$ cat src/hw/tcl_pkg.sv
// Package of constants and types for the trip coincidence logic
package tcl_pkg;
  // Channel counts
  localparam int unsigned TCL_PR_CH = 4;
  localparam int unsigned TCL_IR_CH = 2;
  localparam int unsigned TCL_SR_CH = 2;
  localparam int unsigned TCL_TRAINS = 2;
  // Voting thresholds
  localparam logic [2:0] TCL_VOTE_TWO = 3'h2;
  localparam logic [2:0] TCL_VOTE_THREE = 3'h3;
  // Reset values
  localparam logic TCL_PERM_RST = 1'b0;
  localparam logic TCL_OUT_RST = 1'b0;
  localparam logic [2:0] TCL_SYNC_RST = 3'h0;
  // Trip cause bits
  localparam int unsigned TCL_CAUSES = 6;
  localparam int unsigned TCL_C_PRH = 0;
  localparam int unsigned TCL_C_PRL = 1;
  localparam int unsigned TCL_C_IR = 2;
  localparam int unsigned TCL_C_SR = 3;
  localparam int unsigned TCL_C_RP = 4;
  localparam int unsigned TCL_C_RN = 5;
  typedef enum logic {TCL_ARMED, TCL_TRIPPED} tcl_state_e;
endpackage : tcl_pkg

$ cat src/hw/tcl_top.sv
// Two-train trip coincidence logic for the flux protection channels
module tcl_top
  import tcl_pkg::*;
(
  input  wire logic                  CLK_SYS,
  input  wire logic                  RSTN,
  input  wire logic                  CE,
  input  wire logic [TCL_PR_CH-1:0]  PR_HIGH_TRIP,
  input  wire logic [TCL_PR_CH-1:0]  PR_LOW_TRIP,
  input  wire logic [TCL_PR_CH-1:0]  PR_ABOVE_10,
  input  wire logic [TCL_PR_CH-1:0]  PR_RATE_POS,
  input  wire logic [TCL_PR_CH-1:0]  PR_RATE_NEG,
  input  wire logic [TCL_IR_CH-1:0]  IR_TRIP,
  input  wire logic [TCL_IR_CH-1:0]  IR_ABOVE_PERM,
  input  wire logic [TCL_IR_CH-1:0]  IR_TEST_BYPASS,
  input  wire logic [TCL_SR_CH-1:0]  SR_TRIP,
  input  wire logic [TCL_SR_CH-1:0]  SR_TEST_BYPASS,
  input  wire logic [TCL_TRAINS-1:0] PR_LOW_BYPASS_REQ,
  input  wire logic [TCL_TRAINS-1:0] IR_BLOCK_REQ,
  input  wire logic [TCL_TRAINS-1:0] SR_BYPASS_REQ,
  input  wire logic [TCL_TRAINS-1:0] SR_REINSTATE,
  input  wire logic [TCL_TRAINS-1:0] TRIP_RESET,
  output logic [TCL_TRAINS-1:0]      UV_HOLD,
  output logic [TCL_TRAINS-1:0]      SHUNT_HOLD,
  output logic [TCL_TRAINS-1:0]      TRIP_ACTIVE,
  output logic                       POWER_PERMISSIVE,
  output logic                       IR_PERMISSIVE,
  output logic                       IR_BYPASS_ANN,
  output logic                       SR_BYPASS_ANN,
  output logic [TCL_TRAINS-1:0]      PR_LOW_BYPASSED,
  output logic [TCL_TRAINS-1:0]      IR_BLOCKED,
  output logic [TCL_TRAINS-1:0]      SR_BYPASSED,
  output logic [TCL_TRAINS-1:0]      FLUX_RATE_TRIP,
  output logic [TCL_CAUSES-1:0]      TRIP_CAUSE_A,
  output logic [TCL_CAUSES-1:0]      TRIP_CAUSE_B
);
  ////////////////////////////////////////////////////////////////////////////
  // Input synchronisers
  localparam int unsigned NIN = 5 * TCL_PR_CH + 3 * TCL_IR_CH + 2 * TCL_SR_CH
                                + 5 * TCL_TRAINS;
  logic [NIN-1:0] raw_in;
  logic [NIN-1:0] syn_in;

  assign raw_in = {PR_HIGH_TRIP, PR_LOW_TRIP, PR_ABOVE_10, PR_RATE_POS, PR_RATE_NEG,
                   IR_TRIP, IR_ABOVE_PERM, IR_TEST_BYPASS, SR_TRIP, SR_TEST_BYPASS,
                   PR_LOW_BYPASS_REQ, IR_BLOCK_REQ, SR_BYPASS_REQ, SR_REINSTATE,
                   TRIP_RESET};

  // Every pin passes four flops before any voting
  generate
    for (genvar i = 0; i < NIN; i++) begin : g_sync
      tcl_sync u_sync (
        .clk  (CLK_SYS),
        .rst_n(RSTN),
        .ce   (CE),
        .din  (raw_in[i]),
        .dout (syn_in[i])
      );
    end
  endgenerate

  logic [TCL_PR_CH-1:0]  pr_high;
  logic [TCL_PR_CH-1:0]  pr_low;
  logic [TCL_PR_CH-1:0]  pr_above;
  logic [TCL_PR_CH-1:0]  rate_pos;
  logic [TCL_PR_CH-1:0]  rate_neg;
  logic [TCL_IR_CH-1:0]  ir_trip;
  logic [TCL_IR_CH-1:0]  ir_above;
  logic [TCL_IR_CH-1:0]  ir_tbyp;
  logic [TCL_SR_CH-1:0]  sr_trip;
  logic [TCL_SR_CH-1:0]  sr_tbyp;
  logic [TCL_TRAINS-1:0] prl_req;
  logic [TCL_TRAINS-1:0] irb_req;
  logic [TCL_TRAINS-1:0] srb_req;
  logic [TCL_TRAINS-1:0] sr_rein;
  logic [TCL_TRAINS-1:0] rst_req;

  assign {pr_high, pr_low, pr_above, rate_pos, rate_neg, ir_trip, ir_above, ir_tbyp,
          sr_trip, sr_tbyp, prl_req, irb_req, srb_req, sr_rein, rst_req} = syn_in;

  ////////////////////////////////////////////////////////////////////////////
  // Coincidence voting

  function automatic logic [2:0] tcl_count4(input logic [TCL_PR_CH-1:0] v);
    logic [2:0] n;
    n = 3'h0;
    for (int k = 0; k < TCL_PR_CH; k++) begin
      n = n + {2'h0, v[k]};
    end
    return n;
  endfunction : tcl_count4

  logic       vote_prh;
  logic       vote_prl;
  logic       vote_rp;
  logic       vote_rn;
  logic       perm_set;
  logic       perm_clr;
  logic [2:0] n_below;

  assign n_below = tcl_count4(~pr_above);
  assign vote_prh = tcl_count4(pr_high) >= TCL_VOTE_TWO;
  assign vote_prl = tcl_count4(pr_low) >= TCL_VOTE_TWO;
  assign perm_set = tcl_count4(pr_above) >= TCL_VOTE_TWO;
  assign perm_clr = n_below >= TCL_VOTE_THREE;

  ////////////////////////////////////////////////////////////////////////////
  // State: permissive, per-train latches and bypass states

  typedef struct packed {
    logic                  perm;
    logic [TCL_PR_CH-1:0]  rp_lat;
    logic [TCL_PR_CH-1:0]  rn_lat;
    logic [TCL_TRAINS-1:0] prl_byp;
    logic [TCL_TRAINS-1:0] ir_blk;
    logic [TCL_TRAINS-1:0] sr_byp;
    logic [TCL_TRAINS-1:0] sr_rein_lat;
    tcl_state_e [TCL_TRAINS-1:0] st;
    logic [TCL_TRAINS-1:0] hold;
    logic [TCL_CAUSES-1:0] cause_a;
    logic [TCL_CAUSES-1:0] cause_b;
    logic                  ir_ann;
    logic                  sr_ann;
  } tcl_state_s;

  tcl_state_s s_q;
  tcl_state_s s_d;

  logic [TCL_CAUSES-1:0] cause_now [TCL_TRAINS];
  logic                  ir_perm;
  logic                  any_reset;

  // Intermediate permissive: one of two above; both below reinstates
  assign ir_perm = |ir_above;
  assign any_reset = |rst_req;

  always_comb begin
    s_d = s_q;
    for (int t = 0; t < TCL_TRAINS; t++) begin
      cause_now[t] = '0;
    end
    // Permissive keeps its value between the set and clear bands
    if (perm_set) begin
      s_d.perm = 1'b1;
    end else if (perm_clr) begin
      s_d.perm = 1'b0;
    end
    // Rate bistables latch until an operator reset with the input normal
    for (int c = 0; c < TCL_PR_CH; c++) begin
      if (rate_pos[c]) begin
        s_d.rp_lat[c] = 1'b1;
      end else if (any_reset) begin
        s_d.rp_lat[c] = 1'b0;
      end
      if (rate_neg[c]) begin
        s_d.rn_lat[c] = 1'b1;
      end else if (any_reset) begin
        s_d.rn_lat[c] = 1'b0;
      end
    end
    s_d.ir_ann = |ir_tbyp;
    s_d.sr_ann = |sr_tbyp;
    for (int t = 0; t < TCL_TRAINS; t++) begin
      // Manual bypasses need the permissive; losing it reinstates at once
      s_d.prl_byp[t] = s_q.perm & prl_req[t];
      s_d.ir_blk[t] = s_q.perm & irb_req[t];
      // Reinstate switch acts below the power permissive on its own train
      if (s_q.perm) begin
        s_d.sr_rein_lat[t] = 1'b0;
      end else if (sr_rein[t]) begin
        s_d.sr_rein_lat[t] = 1'b1;
      end
      // Power permissive bypasses outright; a reinstated train drops its manual bypass
      s_d.sr_byp[t] = s_q.perm
                      | (ir_perm & srb_req[t] & ~s_d.sr_rein_lat[t]);
      // Functions demanding a trip this cycle
      cause_now[t][TCL_C_PRH] = vote_prh;
      cause_now[t][TCL_C_PRL] = vote_prl & ~s_q.prl_byp[t];
      cause_now[t][TCL_C_IR] = |(ir_trip & ~ir_tbyp) & ~s_q.ir_blk[t];
      cause_now[t][TCL_C_SR] = |(sr_trip & ~sr_tbyp) & ~s_q.sr_byp[t];
      cause_now[t][TCL_C_RP] = tcl_count4(s_q.rp_lat) >= TCL_VOTE_TWO;
      cause_now[t][TCL_C_RN] = tcl_count4(s_q.rn_lat) >= TCL_VOTE_TWO;
      // Latched trip; reset refused while any initiator still tripped
      case (s_q.st[t])
        TCL_ARMED: begin
          if (|cause_now[t]) begin
            s_d.st[t] = TCL_TRIPPED;
          end
        end
        TCL_TRIPPED: begin
          if (rst_req[t] && !(|cause_now[t])) begin
            s_d.st[t] = TCL_ARMED;
          end
        end
        default: begin
          s_d.st[t] = TCL_TRIPPED;
        end
      endcase
      s_d.hold[t] = (s_d.st[t] == TCL_ARMED);
    end
    // Cause capture is sticky until the train rearms
    s_d.cause_a = (s_d.st[0] == TCL_ARMED) ? '0 : (s_q.cause_a | cause_now[0]);
    s_d.cause_b = (s_d.st[1] == TCL_ARMED) ? '0 : (s_q.cause_b | cause_now[1]);
  end

  // Reset leaves both trains tripped and both holds dropped
  always_ff @(posedge CLK_SYS or negedge RSTN) begin
    if (!RSTN) begin
      s_q <= '0;
      for (int t = 0; t < TCL_TRAINS; t++) begin
        s_q.st[t] <= TCL_TRIPPED;
      end
      s_q.hold <= {TCL_TRAINS{TCL_OUT_RST}};
      s_q.perm <= TCL_PERM_RST;
    end else if (CE) begin
      s_q <= s_d;
    end
  end

  ////////////////////////////////////////////////////////////////////////////
  // Outputs

  // One hold flop per train feeds both trip paths of that train only
  assign UV_HOLD = s_q.hold;
  assign SHUNT_HOLD = s_q.hold;
  assign TRIP_ACTIVE = ~s_q.hold;
  assign POWER_PERMISSIVE = s_q.perm;
  assign IR_PERMISSIVE = ir_perm;
  assign IR_BYPASS_ANN = s_q.ir_ann;
  assign SR_BYPASS_ANN = s_q.sr_ann;
  assign PR_LOW_BYPASSED = s_q.prl_byp;
  assign IR_BLOCKED = s_q.ir_blk;
  assign SR_BYPASSED = s_q.sr_byp;
  assign FLUX_RATE_TRIP = {s_q.cause_b[TCL_C_RP] | s_q.cause_b[TCL_C_RN],
                           s_q.cause_a[TCL_C_RP] | s_q.cause_a[TCL_C_RN]};
  assign TRIP_CAUSE_A = s_q.cause_a;
  assign TRIP_CAUSE_B = s_q.cause_b;
endmodule : tcl_top

$ cat src/hw/tcl_sync.sv
// Three-stage input synchroniser with agreement filter
module tcl_sync
  import tcl_pkg::*;
(
  input  wire logic clk,
  input  wire logic rst_n,
  input  wire logic ce,
  input  wire logic din,
  output logic      dout
);
  typedef struct packed {
    logic [2:0] sh;
    logic       out;
  } tcl_sync_s;

  tcl_sync_s r_q;
  tcl_sync_s r_d;

  // Stage one is read only by stage two; output moves when two and three agree
  always_comb begin
    r_d = r_q;
    r_d.sh = {r_q.sh[1:0], din};
    if (r_q.sh[1] == r_q.sh[2]) begin
      r_d.out = r_q.sh[2];
    end
  end

  // Registered state
  always_ff @(posedge clk or negedge rst_n) begin
    if (!rst_n) begin
      r_q <= '0;
    end else if (ce) begin
      r_q <= r_d;
    end
  end

  assign dout = r_q.out;
endmodule : tcl_sync

$ cat config.mk
export PLATFORM = sky130hd
export DESIGN_NAME = tcl_top
export DESIGN_NICKNAME = d
export VERILOG_FILES = /design/src/hw/tcl_pkg.sv /design/src/hw/tcl_top.sv /design/src/hw/tcl_sync.sv
export SDC_FILE = /design/constraint.sdc
export NUM_CORES = 1
export LEC_CHECK = 0
export ABC_AREA = 0
export BUFFER_PORTS_ARGS = -buffer_cell sky130_fd_sc_hd__buf_2
export CORE_MARGIN = 4
export CORE_UTILIZATION = 55
export DETAILED_ROUTE_END_ITERATION = 8
export PLACE_DENSITY = 0.75
export SLEW_MARGIN = 20
export SYNTH_ARGS = -nofsm -noshare
export SYNTH_HDL_FRONTEND = slang
export SYNTH_SLANG_ARGS = --single-unit
$ cat constraint.sdc
create_clock -name CLK_SYS -period 3.75 [get_ports CLK_SYS]
set_clock_uncertainty 0.2 [all_clocks]
set_input_delay 0.75 -clock CLK_SYS [delete_from_list [all_inputs] [get_ports CLK_SYS]]
set_output_delay 0.75 -clock CLK_SYS [all_outputs]
set_load 0.1 [all_outputs]
==> run metrics <==
Rel. slew slack 0.473; Multi-input gate area 0.00256 sq mm; crit-path max FO 10; pin count of the biggest net entering global routing approximately 130; Ports 73; clock share of power 0.278; die area 0.0166 sq mm; # H-tree levels 4; ys flop type dfrtp_1; share of layout cells above drive strength 1 0.262; Hold Crit Class input pin to async pin; Die X 129 um; die height 129 um; Setup WS pre-CTS 1.06 ns; drt initial violations 415; slowest CP cell dfrtp_1; Slew Limit Fails 0; register area share after synthesis 0.610; TritonCTS Buffers 17; crit path buf inv count 1; drt pass-1 iters 5; Tmin final 2.50 ns; GRT Overall Usage 0.187; status complete, no violations; CP cell instances buf_2; worst flop-to-flop path startpoint g_sync[32].u_sync.dout; Net Sw Frac 0.364; clk root buf clkbuf_16; asr flop ratio synth 1.00; IO buf count 72; Lkg Pwr 4.02 nW; Rows 43; RSZ-0062 raised after global routing false; Avg Synthesized Cell Area 11.5 sq um; final count of hold timing violations 0; Syn Inst Count ~700; CTS sink count 195; Routed Antenna Nets 0; largest delay contributor family on the critical path flip-flops; global-route wire length before repair 24,600 um; clk buf depth 2; highest ir drop seen on vdd 0.445 mV; CTS tree built; Gate power share 0.275; Reg-to-Reg End TRIP_CAUSE_A[5]; wire per inst 15.6 um; crit path launch POWER_PERMISSIVE; ranking of synthesized cells by area dfrtp_1, mux2_2, o21ai_0; fin crit share 0.668; max_cap viols 0; WP data arrival roughly 1.6 ns; PwrDens around 740 mW/mm^2; FF+latch count, synth 195; Residual DRC 0; Hold Buf Count CTS 0; FILL cells 1,076; top cell type's share of synthesized area 0.603; R2R Setup Slk 1.32 ns; commonest cells in the netlist dfrtp_1, o21ai_0, mux2_2; critical path endpoint category output pin; Req. time, crit path 2.80 ns; gr ovfl total 0; Setup Buffers After CTS 0; setup TNS 0 ns; cts repair resizes 0; Detail Placement HPWL ~9400 um; P&R area growth vs syn 12.1%; Inserted Diodes 0; most area-hungry cell type in the Yosys netlist dfrtp_1; setup violators final 0; fmax 399 MHz; Slew @ Worst Pin 0.785 ns; Total Wirelength 14,500 um; Syn Nets ~750; Synth Cell Area about 0.008 sq mm; Worst-path clk slew 0.06 ns; Net Switching about 2.4 mW; Critical Setup Path Class register to output pin; Sequential cell area 0.00488 sq mm; nets 790; Ys Warns 0; initial antenna violation count 0; sequential power share 0.447; Core Box Area approximately 0.014 sq mm; Final WS setup 1.25 ns; vias in the first global route ~5,100; DR vias 5,089; internal power 4.23 mW; Post-synth EDFFs 0; post-synth cell types 26; clk_lat worst skew 0.42 ns; slowest stage delay, CP between 0.6 and 0.7 ns; count leader, synth dfrtp_1; vias per cell 5.47; Worst Reg-to-Reg Cells 5; Initial Utilization 0.570; gpl congestion 0.750; Worst Setup Start Kind register
-- worst register-to-register path, cell delays in order, from the launching register on --
cell	delay, ns
dfrtp_1	0.42
fa_1	0.50
a21oi_1	0.29
nor2_1	0.13
a2111oi_4	0.56
a21oi_1	0.17
-- cell usage in the layout, fill, tap and decap left out, drive strengths merged, types with 11 or more instances in the layout --
cell type,n
a22o,11
a21oi,71
buf,77
inv,68
o21ai,130
clkbuf,22
nor2,14
nand2,42
dfrtp,193
mux2,80
-- final cells by class --
| cell class | count | area share |
|---|---|---|
| inverter | 68 | 0.0284 |
| timing repair buffer | 78 | 0.0496 |
| clock inverter | 10 | 0.0145 |
| clock buffer | 21 | 0.0535 |
| tap | 180 | 0.0251 |
| multi-input combinational | 379 | 0.285 |
| sequential | 195 | 0.544 |
-- power by group through the flow --
stage                     Clock [mW]  Sequential [mW]  Combinational (mW)
after floorplan                    0             2.93                1.51
after global placement             0             2.97                1.75
after detailed placement           0             3.00                1.83
after CTS                       1.88             2.97                1.85
after global routing            1.97             3.03                2.03
final                           1.85             2.97                1.83
-- cell families (layout without fill, tap and decap cells) --
family / Yosys count / after routing / synth area share
buffers and inverters: 123 / 177 / 0.0709
AOI/OAI and AO/OA: 221 / 221 / 0.151
adders and majority gates: 8 / 8 / 0.0172
DFF: 195 / 195 / 0.610
and+or+nand+nor: 70 / 70 / 0.0381
muxes: 80 / 80 / 0.113
-- state kept, by name, summed over array words and instances (netlist names) --
name / cells
IR_BLOCKED: 2
IR_BYPASS_ANN: 1
POWER_PERMISSIVE: 1
PR_LOW_BYPASSED: 2
SHUNT_HOLD: 2
SR_BYPASSED: 2
SR_BYPASS_ANN: 1
TRIP_CAUSE_A: 6
TRIP_CAUSE_B: 6
g_sync.u_sync.dout: 40
g_sync.u_sync.r_d: 80
g_sync.u_sync.r_q: 40
s_q: 12
-- per-stage QoR --
step | utilization | cells | hold WS [ns] | total power [mW] | instance area (sq um)
3_5_place_dp | 0.596 | 900 | 0.287 | 4.83 | 8360
6_report | 0.639 | 931 | 0.0657 | 6.65 | 8970
2_1_floorplan | - | 697 | 0.254 | 4.45 | 8010
5_1_grt | 0.639 | 931 | 0.0874 | 7.02 | 8970
4_1_cts | 0.639 | 931 | 0.0780 | 6.70 | 8970
3_3_place_gp | 0.596 | 900 | 0.279 | 4.72 | 8360
-- how the worst max path moves through the flow --
stage,cells after the start,endpoint,slack (ns)
2_1_floorplan,8,POWER_PERMISSIVE,1.69
3_3_place_gp,5,TRIP_CAUSE_B[3],1.10
3_5_place_dp,5,TRIP_CAUSE_A[3],1.06
4_1_cts,1,POWER_PERMISSIVE,1.23
5_1_grt,1,POWER_PERMISSIVE,1.19
6_report,1,POWER_PERMISSIVE,1.25
-- per-layer routing --
metal	vias to the layer above	GRT usage	wire length [um]
met5	-	0	0
met1	2511	0.250	6460
li1	2431	-	-
met4	0	0.0852	383
met2	124	0.295	7070
met3	23	0.0419	620
Note: power is estimated with default switching activity, not from simulation.
